[config.mk]
export PLATFORM = sky130hd
export DESIGN_NAME = ccr_bank
export DESIGN_NICKNAME = d
export VERILOG_FILES = /design/src/ccr_pkg.sv /design/src/ccr_bank.sv
export SDC_FILE = /design/constraint.sdc
export NUM_CORES = 1
export LEC_CHECK = 0
export BUFFER_PORTS_ARGS = -buffer_cell sky130_fd_sc_hd__buf_2
export CORE_UTILIZATION = 40
export DETAILED_ROUTE_END_ITERATION = 6
export PLACE_DENSITY = 0.58
export SETUP_SLACK_MARGIN = 0.3
export SLEW_MARGIN = 5
export SYNTH_ARGS = -nofsm -noshare
export SYNTH_HDL_FRONTEND = slang
export SYNTH_SLANG_ARGS = --single-unit
[constraint.sdc]
create_clock -name clk -period 5.3 [get_ports clk]
set_clock_uncertainty 0.15 [all_clocks]
set_input_delay 1.06 -clock clk [delete_from_list [all_inputs] [get_ports clk]]
set_output_delay 1.06 -clock clk [all_outputs]
set_load 0.1 [all_outputs]
[src/ccr_pkg.sv]
// Purpose: constants for the per-channel operating configuration bank
// Assumes: eight channels, 16-bit word, paged access
// Notes: field positions of the configuration word
package ccr_pkg;
   localparam int CCR_NCH = 8;
   localparam int CCR_PW = 3;
   localparam logic [15:0] CCR_RESET = 16'h0000;
   localparam logic [15:0] CCR_WMASK = 16'hcfff;
   localparam int CCR_MODE_HI = 15;
   localparam int CCR_MODE_LO = 14;
   localparam int CCR_FSRV_OFF = 11;
   localparam int CCR_SUP_RES = 10;
   localparam int CCR_ADC_HI = 9;
   localparam int CCR_CTL_SEL = 8;
   localparam int CCR_SRV_CONT = 7;
   localparam int CCR_SRV_WARN = 6;
   localparam int CCR_DAC_HI = 5;
   localparam int CCR_DAC_LO = 4;
   localparam int CCR_WPU = 3;
   localparam int CCR_WPD = 2;
   localparam int CCR_GAIN = 1;
   localparam int CCR_POL = 0;
   localparam int CCR_PULL_CH = 4;
   typedef enum logic [1:0] {
      CCR_DAC_SERVO = 2'b00,
      CCR_DAC_OPEN = 2'b01,
      CCR_DAC_DIRECT = 2'b10,
      CCR_DAC_SOFT = 2'b11
   } ccr_dac_t;
endpackage : ccr_pkg

[src/ccr_bank.sv]
// Purpose: paged channel operating configuration words and decoded controls
// Assumes: host command decoder supplies page, write strobe and data
// Notes: decoded outputs are for the currently addressed channel sel_ch
`timescale 1ns/1ns
// Functional notes
// - mode 00: delay sequencing, immediate off on fault
// - mode 01: delay sequencing, sequence off with off delay on fault
// - mode 1x: channel is tracking slave
// - reserved bits 13:12 ignore writes, read zero
// - bit 11 set disables fast servo while margining or trimming
// - odd channels use bit 9 for adc hires; even always low
// - bit 8 selects control input 0 or 1
// - dac mode 00: bit 7 keeps servoing after target reached
// - dac 00, no continuous, bit 6: re-servo at warning levels
// - after rise, mode 00 soft-connect and servo, 01 disconnected
// - mode 10 connects at once with stored code; host writes code first
// - mode 11 soft-connects; host writes code after completion
// - bit 3 weak pull-up when on; channels 4-7 treat as zero
// - bit 2 weak pull-down on soft stop, fast on fault; 4-7 zero
// - bit 1 selects dac gain 1.38 V or 2.65 V full scale
// - bit 0 selects inverting or noninverting trim encoding
// - tracking slave sequences down on stop causes, ignores uv in off delay
module ccr_bank
   import ccr_pkg::*;
(
   // clock and reset
   input wire logic clk,
   input wire logic rst,
   // paged command port
   input wire logic [ccr_pkg::CCR_PW-1:0] page,
   input wire logic wr_en,
   input wire logic [15:0] wr_data,
   output logic [15:0] rd_data,
   // channel status from sequencer
   input wire logic [ccr_pkg::CCR_PW-1:0] sel_ch,
   input wire logic ch_on,
   input wire logic rise_done,
   input wire logic fault_off,
   input wire logic target_reached,
   input wire logic at_warning_level,
   input wire logic soft_done,
   input wire logic control_input_0,
   input wire logic control_input_1,
   input wire logic in_off_delay,
   // decoded controls
   output logic seq_off_on_fault,
   output logic immediate_off,
   output logic track_slave,
   output logic ignore_uv,
   output logic fast_servo_en,
   output logic sup_low_res,
   output logic adc_hires,
   output logic ctl_level,
   output logic servo_run,
   output logic dac_connect,
   output logic dac_soft_connect,
   output logic dac_code_writable,
   output logic dac_gain_hi,
   output logic dac_noninv,
   output logic enable_pin_weak_pullup,
   output logic enable_pin_weak_pulldown
);
   import ccr_pkg::*;

   logic [15:0] cfg_r [CCR_NCH];
   logic [15:0] cw;
   logic [1:0] dmode;
   logic servo_done_r;
   logic pull_ok;

   // one word per channel
   always_ff @(posedge clk) begin
      for (int i = 0; i < CCR_NCH; i++) begin
         if (rst) begin
            cfg_r[i] <= CCR_RESET;
         end else if (wr_en && page == CCR_PW'(i)) begin
            cfg_r[i] <= wr_data & CCR_WMASK;
         end
      end
   end

   // read of paged word
   always_ff @(posedge clk) begin
      if (rst) begin
         rd_data <= 16'h0000;
      end else begin
         rd_data <= cfg_r[page] & CCR_WMASK;
      end
   end

   assign cw = cfg_r[sel_ch];
   assign dmode = cw[CCR_DAC_HI:CCR_DAC_LO];
   assign pull_ok = (sel_ch < CCR_PW'(CCR_PULL_CH));

   // one-shot servo completion
   always_ff @(posedge clk) begin
      if (rst || !ch_on || !rise_done) begin
         servo_done_r <= 1'b0;
      end else if (target_reached && !cw[CCR_SRV_CONT]) begin
         servo_done_r <= 1'b1;
      end else if (cw[CCR_SRV_WARN] && at_warning_level) begin
         servo_done_r <= 1'b0;
      end
   end

   // sequencing mode decode
   always_ff @(posedge clk) begin
      if (rst) begin
         seq_off_on_fault <= 1'b0;
         immediate_off <= 1'b0;
         track_slave <= 1'b0;
         ignore_uv <= 1'b0;
      end else begin
         immediate_off <= fault_off && cw[CCR_MODE_HI:CCR_MODE_LO] == 2'b00;
         seq_off_on_fault <= cw[CCR_MODE_HI:CCR_MODE_LO] != 2'b00;
         track_slave <= cw[CCR_MODE_HI];
         ignore_uv <= cw[CCR_MODE_HI] && in_off_delay;
      end
   end

   // supervisor, adc and control pin decode
   always_ff @(posedge clk) begin
      if (rst) begin
         fast_servo_en <= 1'b1;
         sup_low_res <= 1'b0;
         adc_hires <= 1'b0;
         ctl_level <= 1'b0;
      end else begin
         fast_servo_en <= !cw[CCR_FSRV_OFF];
         sup_low_res <= cw[CCR_SUP_RES];
         adc_hires <= sel_ch[0] && cw[CCR_ADC_HI];
         ctl_level <= cw[CCR_CTL_SEL] ? control_input_1 : control_input_0;
      end
   end

   // dac connection and servo decode
   always_ff @(posedge clk) begin
      if (rst) begin
         servo_run <= 1'b0;
         dac_connect <= 1'b0;
         dac_soft_connect <= 1'b0;
         dac_code_writable <= 1'b0;
      end else begin
         servo_run <= ch_on && rise_done && dmode == CCR_DAC_SERVO
            && (cw[CCR_SRV_CONT] || !servo_done_r);
         dac_connect <= ch_on && rise_done && dmode != CCR_DAC_OPEN;
         dac_soft_connect <= ch_on && rise_done
            && (dmode == CCR_DAC_SOFT || dmode == CCR_DAC_SERVO);
         dac_code_writable <= dmode == CCR_DAC_DIRECT
            || (dmode == CCR_DAC_SOFT && soft_done);
      end
   end

   // dac output settings
   always_ff @(posedge clk) begin
      if (rst) begin
         dac_gain_hi <= 1'b0;
         dac_noninv <= 1'b0;
      end else begin
         dac_gain_hi <= cw[CCR_GAIN];
         dac_noninv <= cw[CCR_POL];
      end
   end

   // enable pin pull selection
   always_ff @(posedge clk) begin
      if (rst) begin
         enable_pin_weak_pullup <= 1'b0;
         enable_pin_weak_pulldown <= 1'b0;
      end else begin
         enable_pin_weak_pullup <= ch_on && pull_ok && cw[CCR_WPU];
         enable_pin_weak_pulldown <= !ch_on && !fault_off
            && pull_ok && cw[CCR_WPD];
      end
   end

   // checks
   property p_reserved_zero;
      @(posedge clk) disable iff (rst) rd_data[13:12] == 2'b00;
   endproperty
   a_reserved_zero: assert property (p_reserved_zero) else $error("reserved bits nonzero");

   property p_page_read;
      @(posedge clk) disable iff (rst) 1'b1 |=> rd_data == ($past(cfg_r[page]) & CCR_WMASK);
   endproperty
   a_page_read: assert property (p_page_read) else $error("paged read wrong");

   property p_write_lands;
      @(posedge clk) disable iff (rst) wr_en ##1 (page == $past(page)) [*1] ##1 1'b1
         |-> rd_data == ($past(wr_data, 2) & CCR_WMASK);
   endproperty
   a_write_lands: assert property (p_write_lands) else $error("write not stored");

   property p_even_lowres;
      @(posedge clk) disable iff (rst) !$past(sel_ch[0]) |-> !adc_hires;
   endproperty
   a_even_lowres: assert property (p_even_lowres) else $error("even channel hires");

   property p_pullup_high_ch;
      @(posedge clk) disable iff (rst) $past(sel_ch) >= 3'd4 |-> !enable_pin_weak_pullup;
   endproperty
   a_pullup_high_ch: assert property (p_pullup_high_ch) else $error("pull-up on ch 4-7");

   property p_pulldown_fault;
      @(posedge clk) disable iff (rst) $past(fault_off) |-> !enable_pin_weak_pulldown;
   endproperty
   a_pulldown_fault: assert property (p_pulldown_fault) else $error("weak pull-down on fault");

   property p_open_dac;
      @(posedge clk) disable iff (rst) $past(dmode) == 2'b01 |-> !dac_connect && !servo_run;
   endproperty
   a_open_dac: assert property (p_open_dac) else $error("dac connected in mode 01");

   property p_ctl_sel;
      @(posedge clk) disable iff (rst)
         !$past(rst) && $past(cw[CCR_CTL_SEL]) |-> ctl_level == $past(control_input_1);
   endproperty
   a_ctl_sel: assert property (p_ctl_sel) else $error("wrong control input");

   property p_fast_servo;
      @(posedge clk) disable iff (rst) !$past(rst) |-> fast_servo_en == !$past(cw[CCR_FSRV_OFF]);
   endproperty
   a_fast_servo: assert property (p_fast_servo) else $error("fast servo wrong");

   property p_immediate_off;
      @(posedge clk) disable iff (rst)
         !$past(rst) |-> immediate_off == ($past(fault_off) && $past(cw[15:14]) == 2'b00);
   endproperty
   a_immediate_off: assert property (p_immediate_off) else $error("immediate off wrong");

   property p_seq_off;
      @(posedge clk) disable iff (rst)
         !$past(rst) && $past(cw[15:14]) == 2'b01 |-> seq_off_on_fault && !immediate_off;
   endproperty
   a_seq_off: assert property (p_seq_off) else $error("mode 01 not sequenced off");

   property p_track_slave;
      @(posedge clk) disable iff (rst)
         !$past(rst) |-> track_slave == $past(cw[CCR_MODE_HI]);
   endproperty
   a_track_slave: assert property (p_track_slave) else $error("slave flag wrong");

   property p_slave_down;
      @(posedge clk) disable iff (rst)
         !$past(rst) && $past(cw[CCR_MODE_HI]) |-> seq_off_on_fault && !immediate_off;
   endproperty
   a_slave_down: assert property (p_slave_down) else $error("slave not sequenced down");

   property p_ignore_uv;
      @(posedge clk) disable iff (rst)
         !$past(rst) |-> ignore_uv == ($past(cw[CCR_MODE_HI]) && $past(in_off_delay));
   endproperty
   a_ignore_uv: assert property (p_ignore_uv) else $error("uv ignore wrong");

   property p_sup_res;
      @(posedge clk) disable iff (rst)
         !$past(rst) |-> sup_low_res == $past(cw[CCR_SUP_RES]);
   endproperty
   a_sup_res: assert property (p_sup_res) else $error("supervisor resolution wrong");

   property p_odd_hires;
      @(posedge clk) disable iff (rst)
         !$past(rst) && $past(sel_ch[0]) |-> adc_hires == $past(cw[CCR_ADC_HI]);
   endproperty
   a_odd_hires: assert property (p_odd_hires) else $error("odd channel adc wrong");

   property p_ctl_sel0;
      @(posedge clk) disable iff (rst)
         !$past(rst) && !$past(cw[CCR_CTL_SEL]) |-> ctl_level == $past(control_input_0);
   endproperty
   a_ctl_sel0: assert property (p_ctl_sel0) else $error("wrong control input 0");

   property p_servo_cont;
      @(posedge clk) disable iff (rst)
         !$past(rst) && $past(ch_on && rise_done && cw[CCR_SRV_CONT] && dmode == 2'b00) |-> servo_run;
   endproperty
   a_servo_cont: assert property (p_servo_cont) else $error("continuous servo stopped");

   property p_servo_stop;
      @(posedge clk) disable iff (rst)
         !$past(rst) && $past(servo_done_r && !cw[CCR_SRV_CONT]) |-> !servo_run;
   endproperty
   a_servo_stop: assert property (p_servo_stop) else $error("servo ran after target");

   property p_done_set;
      @(posedge clk) disable iff (rst)
         !$past(rst) && $past(ch_on && rise_done && target_reached && !cw[CCR_SRV_CONT])
         |-> servo_done_r;
   endproperty
   a_done_set: assert property (p_done_set) else $error("target not latched");

   property p_warn_clear;
      @(posedge clk) disable iff (rst)
         !$past(rst) && $past(!target_reached && cw[CCR_SRV_WARN] && at_warning_level)
         |-> !servo_done_r;
   endproperty
   a_warn_clear: assert property (p_warn_clear) else $error("no re-servo on warning");

   property p_servo_only_00;
      @(posedge clk) disable iff (rst)
         !$past(rst) && $past(dmode) != 2'b00 |-> !servo_run;
   endproperty
   a_servo_only_00: assert property (p_servo_only_00) else $error("servo outside mode 00");

   property p_dac_idle;
      @(posedge clk) disable iff (rst)
         !$past(rst) && !$past(ch_on && rise_done) |-> !dac_connect && !dac_soft_connect;
   endproperty
   a_dac_idle: assert property (p_dac_idle) else $error("dac connected before rise");

   property p_direct;
      @(posedge clk) disable iff (rst)
         !$past(rst) && $past(ch_on && rise_done && dmode == 2'b10) |-> dac_connect && !dac_soft_connect;
   endproperty
   a_direct: assert property (p_direct) else $error("direct connect wrong");

   property p_direct_code;
      @(posedge clk) disable iff (rst)
         !$past(rst) && $past(dmode) == 2'b10 |-> dac_code_writable;
   endproperty
   a_direct_code: assert property (p_direct_code) else $error("code locked in mode 10");

   property p_soft_code;
      @(posedge clk) disable iff (rst)
         !$past(rst) && $past(dmode == 2'b11 && !soft_done) |-> !dac_code_writable;
   endproperty
   a_soft_code: assert property (p_soft_code) else $error("code open before soft done");

   property p_soft_conn;
      @(posedge clk) disable iff (rst)
         !$past(rst) && $past(ch_on && rise_done && dmode == 2'b11) |-> dac_connect && dac_soft_connect;
   endproperty
   a_soft_conn: assert property (p_soft_conn) else $error("soft connect missing");

   property p_pullup_off;
      @(posedge clk) disable iff (rst)
         !$past(rst) && !$past(ch_on) |-> !enable_pin_weak_pullup;
   endproperty
   a_pullup_off: assert property (p_pullup_off) else $error("pull-up while off");

   property p_pulldown_high_ch;
      @(posedge clk) disable iff (rst)
         !$past(rst) && $past(sel_ch) >= 3'd4 |-> !enable_pin_weak_pulldown;
   endproperty
   a_pulldown_high_ch: assert property (p_pulldown_high_ch) else $error("pd on ch 4-7");

   property p_gain;
      @(posedge clk) disable iff (rst)
         !$past(rst) |-> dac_gain_hi == $past(cw[CCR_GAIN]);
   endproperty
   a_gain: assert property (p_gain) else $error("dac gain wrong");

   property p_pol;
      @(posedge clk) disable iff (rst)
         !$past(rst) |-> dac_noninv == $past(cw[CCR_POL]);
   endproperty
   a_pol: assert property (p_pol) else $error("dac polarity wrong");

   c_slave: cover property (@(posedge clk) disable iff (rst) track_slave);
   c_servo: cover property (@(posedge clk) disable iff (rst) servo_run ##[1:20] !servo_run);
   c_pull: cover property (@(posedge clk) disable iff (rst) enable_pin_weak_pulldown);
   c_soft: cover property (@(posedge clk) disable iff (rst) dac_soft_connect && dac_code_writable);
   c_fault: cover property (@(posedge clk) disable iff (rst) immediate_off);
endmodule : ccr_bank

==> results.txt <==
Summed over all nets, the half-perimeter wirelength after detailed placement is 10100 um. The clock net in this run drives a total of 143 sinks. The worst path meets setup with 1.95 ns of slack.

The fraction of registers with async set or reset after synthesis works out to 0. For the pin with the worst max-slew slack, the measured transition is 1.14 ns. The endpoint identified for the worst register-to-register timing path is dac_code_writable$_SDFF_PP0_. Across the run, the number of max-cap violations was 0. The worst path required time is 5.44 ns. The run gives 0.589 as the share of the yosys chip area belonging to registers. Once placement completed, the tool counted placed cells totaling 710. The arrival time of data at the critical path endpoint was 3.49 ns; the global placer's final weighted congestion was 0.806.

The via count of the routed design was 3943; the largest fanout on the critical path was 32. The number of gates resized after CTS was 0. The number of cells on the worst reg-to-reg path is 6.

Entering global routing, the biggest net connects 37 pins. The floorplan core area is 16500 um2. In the layout the commonest cells are sky130_fd_sc_hd__and2_1 (113), sky130_fd_sc_hd__edfxtp_1 (112), sky130_fd_sc_hd__buf_2 (61), sky130_fd_sc_hd__mux4_2 (41), sky130_fd_sc_hd__nor2_1 (32). TritonCTS built the clock tree. Clock latency on the worst-skew pair, taken at its later pin, is 0.43 ns. Setup repair after global routing left no endpoint under its margin. The tools report the number of max-slew violations in the final report as 0. In this run the vertical extent of the chip is 132 um. The register with the most flip-flops in the layout has 112 of them. In this run, the number of DRC markers left after iteration 0 of detailed routing was 284.

After clock tree synthesis, the clock-pin slew on the worst setup and hold paths is 0.06 ns. More flip-flops sit in one register than any other, and that register is cfg_r. In this run the post-CTS setup repair buffer count came out at 0. The tree is rooted in a sky130_fd_sc_hd__clkbuf_16. In the final layout, the registers with the most flip-flops are cfg_r: 112 flops, rd_data: 14 flops. The pre-antenna-repair detailed-routing pass consisted of 5 iterations. Final critical-path required period: 3.35 ns. The tools report the startpoint of the tightest hold check path as servo_done_r$_SDFFE_PP0P_.

The power density normalized to cell area is 371 nW/um2. The worst hold-check path type was flop to flop. For the count of nets left with antenna violations after detail routing, the log shows 0. The synthesis-to-layout area growth is 16.3%.

The worst-case IR drop observed on VDD is 0.241 mV. The number of different library cells used by synthesis comes to 35. Counting every instance in the synthesized netlist gives 443. Count of final setup violators: 0. By area the synthesized netlist is led by sky130_fd_sc_hd__edfxtp_1 (50%), sky130_fd_sc_hd__mux4_2 (14%), sky130_fd_sc_hd__and2_1 (10%), sky130_fd_sc_hd__dfxtp_1 (9.2%), sky130_fd_sc_hd__mux4_1 (3.9%). Prior to clock tree synthesis, the placed netlist has a worst setup slack of 1.52 ns.

The tools report the terminating pin of the worst hold path as servo_run$_SDFF_PP0_. The count of nets after finishing is 547, and the hold slack is 0.303 ns. Endpoint class of the critical path: a flop. Summing every instance area after synthesis gives 6770 um2. For this run, the leading register cell type out of synthesis is sky130_fd_sc_hd__edfxtp_1. After clock tree synthesis, the flow added hold-fix buffers numbering 0. After detailed routing, the number of remaining DRC violations is 0. The count of port buffers added during placement was 61; the die outline width was 132 um. In this run, synthesis inferred 112 flip-flops with an integrated enable.

The synthesis warning total was 0; the part of the cycle the worst path needs was 0.632. Row generation in the floorplan step produced 47 rows. During I/O placement, the number of pins put on the boundary was 66. The startpoint identified for the worst register-to-register timing path is cfg_r[5][4]$_SDFFCE_PN0P_. The biggest area contributor in the post-synthesis netlist is sky130_fd_sc_hd__edfxtp_1.

Leaving out fill and tap cells, the most frequent cell in the layout is sky130_fd_sc_hd__and2_1. The number of buffers on the longest clock path was 2; the overflow left after global routing was 0. The logs give 0 for the initial antenna violation count and 742 for the number of cells in the finished layout apart from fillers. The run finished with clean final reports. The number of antenna diodes in the final layout is 0.

Each instance of the synthesized netlist takes up on average 15.3 um2. The aggregate negative setup slack was 0 ns; the maximum operating frequency was 299 MHz. The tools report the via count of the first global-routing pass as 4257. The number of H-tree branching levels came out at 4.

The routed design has 16400 um of wire. The number of clock buffers added by TritonCTS is 17. Global-route usage over all layers: 0.202.

The critical path is of the input port to flop type. The share of the synthesized area in the top cell type was 0.497. The share of cells above drive strength 1 came out at 0.295. Dividing the detail-routed wire length by the instance count gives 22.1 um. The placed instances occupy a cell area of 7280 um2. The type of element launching the critical path is an input port. The register-to-register setup slack was 3.36 ns; the cell area after layout was 7870 um2.

The depth of the worst hold-timing path is 1, and the hold violation total from the final report is 0. The tools report the static power due to leakage as 3.04 nW. The run gives 0.410 as the initial core utilization. The number of inserted filler cells in the final layout was 1460. The remaining max-slew budget at the tightest pin was 0.237; the die outline area was 17400 um2. Counting flops and latches in the post-synthesis netlist gives 143. First-pass GRT wire length: 24900 um. The detail-routed via count per cell was 5.31.
[final cells by class]
cell class	count	area, um2	share of cell area
Tap cell	220	275	0.0350
Sequential cell	143	3980	0.506
Timing Repair Buffer	77	425	0.0540
Clock inverter	11	109	0.0138
Multi-Input combinational cell	266	2580	0.328
Clock buffer	21	482	0.0612
Inverter	4	15.0	0.00191
[through the flow]
stage,total power [mW],util
after floorplan,1.65,-
after global placement,1.74,0.441
after detailed placement,1.75,0.441
after CTS,2.94,0.476
after global routing,3.01,0.476
final,2.92,0.476
[worst max-delay path by stage]
| stage | from | endpoint | slack (ns) | cells after the start |
|---|---|---|---|---|
| 3_5_place_dp | page[1] | cfg_r[2][12]$_SDFFCE_PN0P_ | 1.52 | 5 |
| 2_1_floorplan | page[0] | cfg_r[5][0]$_SDFFCE_PN0P_ | 2.51 | 4 |
| 5_1_grt | page[1] | cfg_r[2][9]$_SDFFCE_PN0P_ | 1.78 | 5 |
| 3_3_place_gp | page[1] | cfg_r[2][5]$_SDFFCE_PN0P_ | 1.56 | 5 |
| 6_report | page[1] | cfg_r[2][4]$_SDFFCE_PN0P_ | 1.95 | 5 |
| 4_1_cts | page[1] | cfg_r[2][12]$_SDFFCE_PN0P_ | 1.95 | 5 |
[cell families (layout without fill, tap and decap cells)]
| family | Yosys count | in the layout | synth area share |
|---|---|---|---|
| other cells | 1 | 2 | 0.000554 |
| flops | 143 | 143 | 0.589 |
| fa+ha+maj | 4 | 4 | 0.00739 |
| mux | 78 | 78 | 0.216 |
| compound gates | 17 | 17 | 0.0176 |
| buf+inv | 35 | 113 | 0.0303 |
| simple gates | 165 | 165 | 0.140 |
[power by group]
group / internal [mW] / switching [mW] / total (mW)
sequential: 1.29 / 0.0303 / 1.32
clock: 0.739 / 0.458 / 1.20
combinational: 0.127 / 0.281 / 0.408
total: 2.15 / 0.769 / 2.92
[synth_stat cells, drive strengths merged (3+ instances only)]
cell type,instances
buf,19
nand2b,5
nor3,3
clkbuf,12
mux4,51
nor2,32
a21oi,3
nand2,3
inv,4
nor2b,3
o21bai,6
mux2i,25
dfxtp,31
edfxtp,112
ha,4
and2,113
[critical path, stage by stage]
cell and delay (ns):
sky130_fd_sc_hd__buf_2 0.67, sky130_fd_sc_hd__nand2_1 0.25, sky130_fd_sc_hd__or2_2 0.39, sky130_fd_sc_hd__nor3_2 0.87, sky130_fd_sc_hd__and2_1 0.24
[layer usage]
| layer | vias up | part of all wire | routed length, um | GRT usage |
|---|---|---|---|---|
| met5 | - | 0 | 0 | 0 |
| met2 | 135 | 0.50 | 8250 | 0.338 |
| met4 | 0 | 0.025 | 408 | 0.109 |
| met1 | 2000 | 0.41 | 6770 | 0.246 |
| li1 | 1776 | - | - | - |
| met3 | 32 | 0.057 | 939 | 0.0423 |
(Power assumes the default switching activity.)
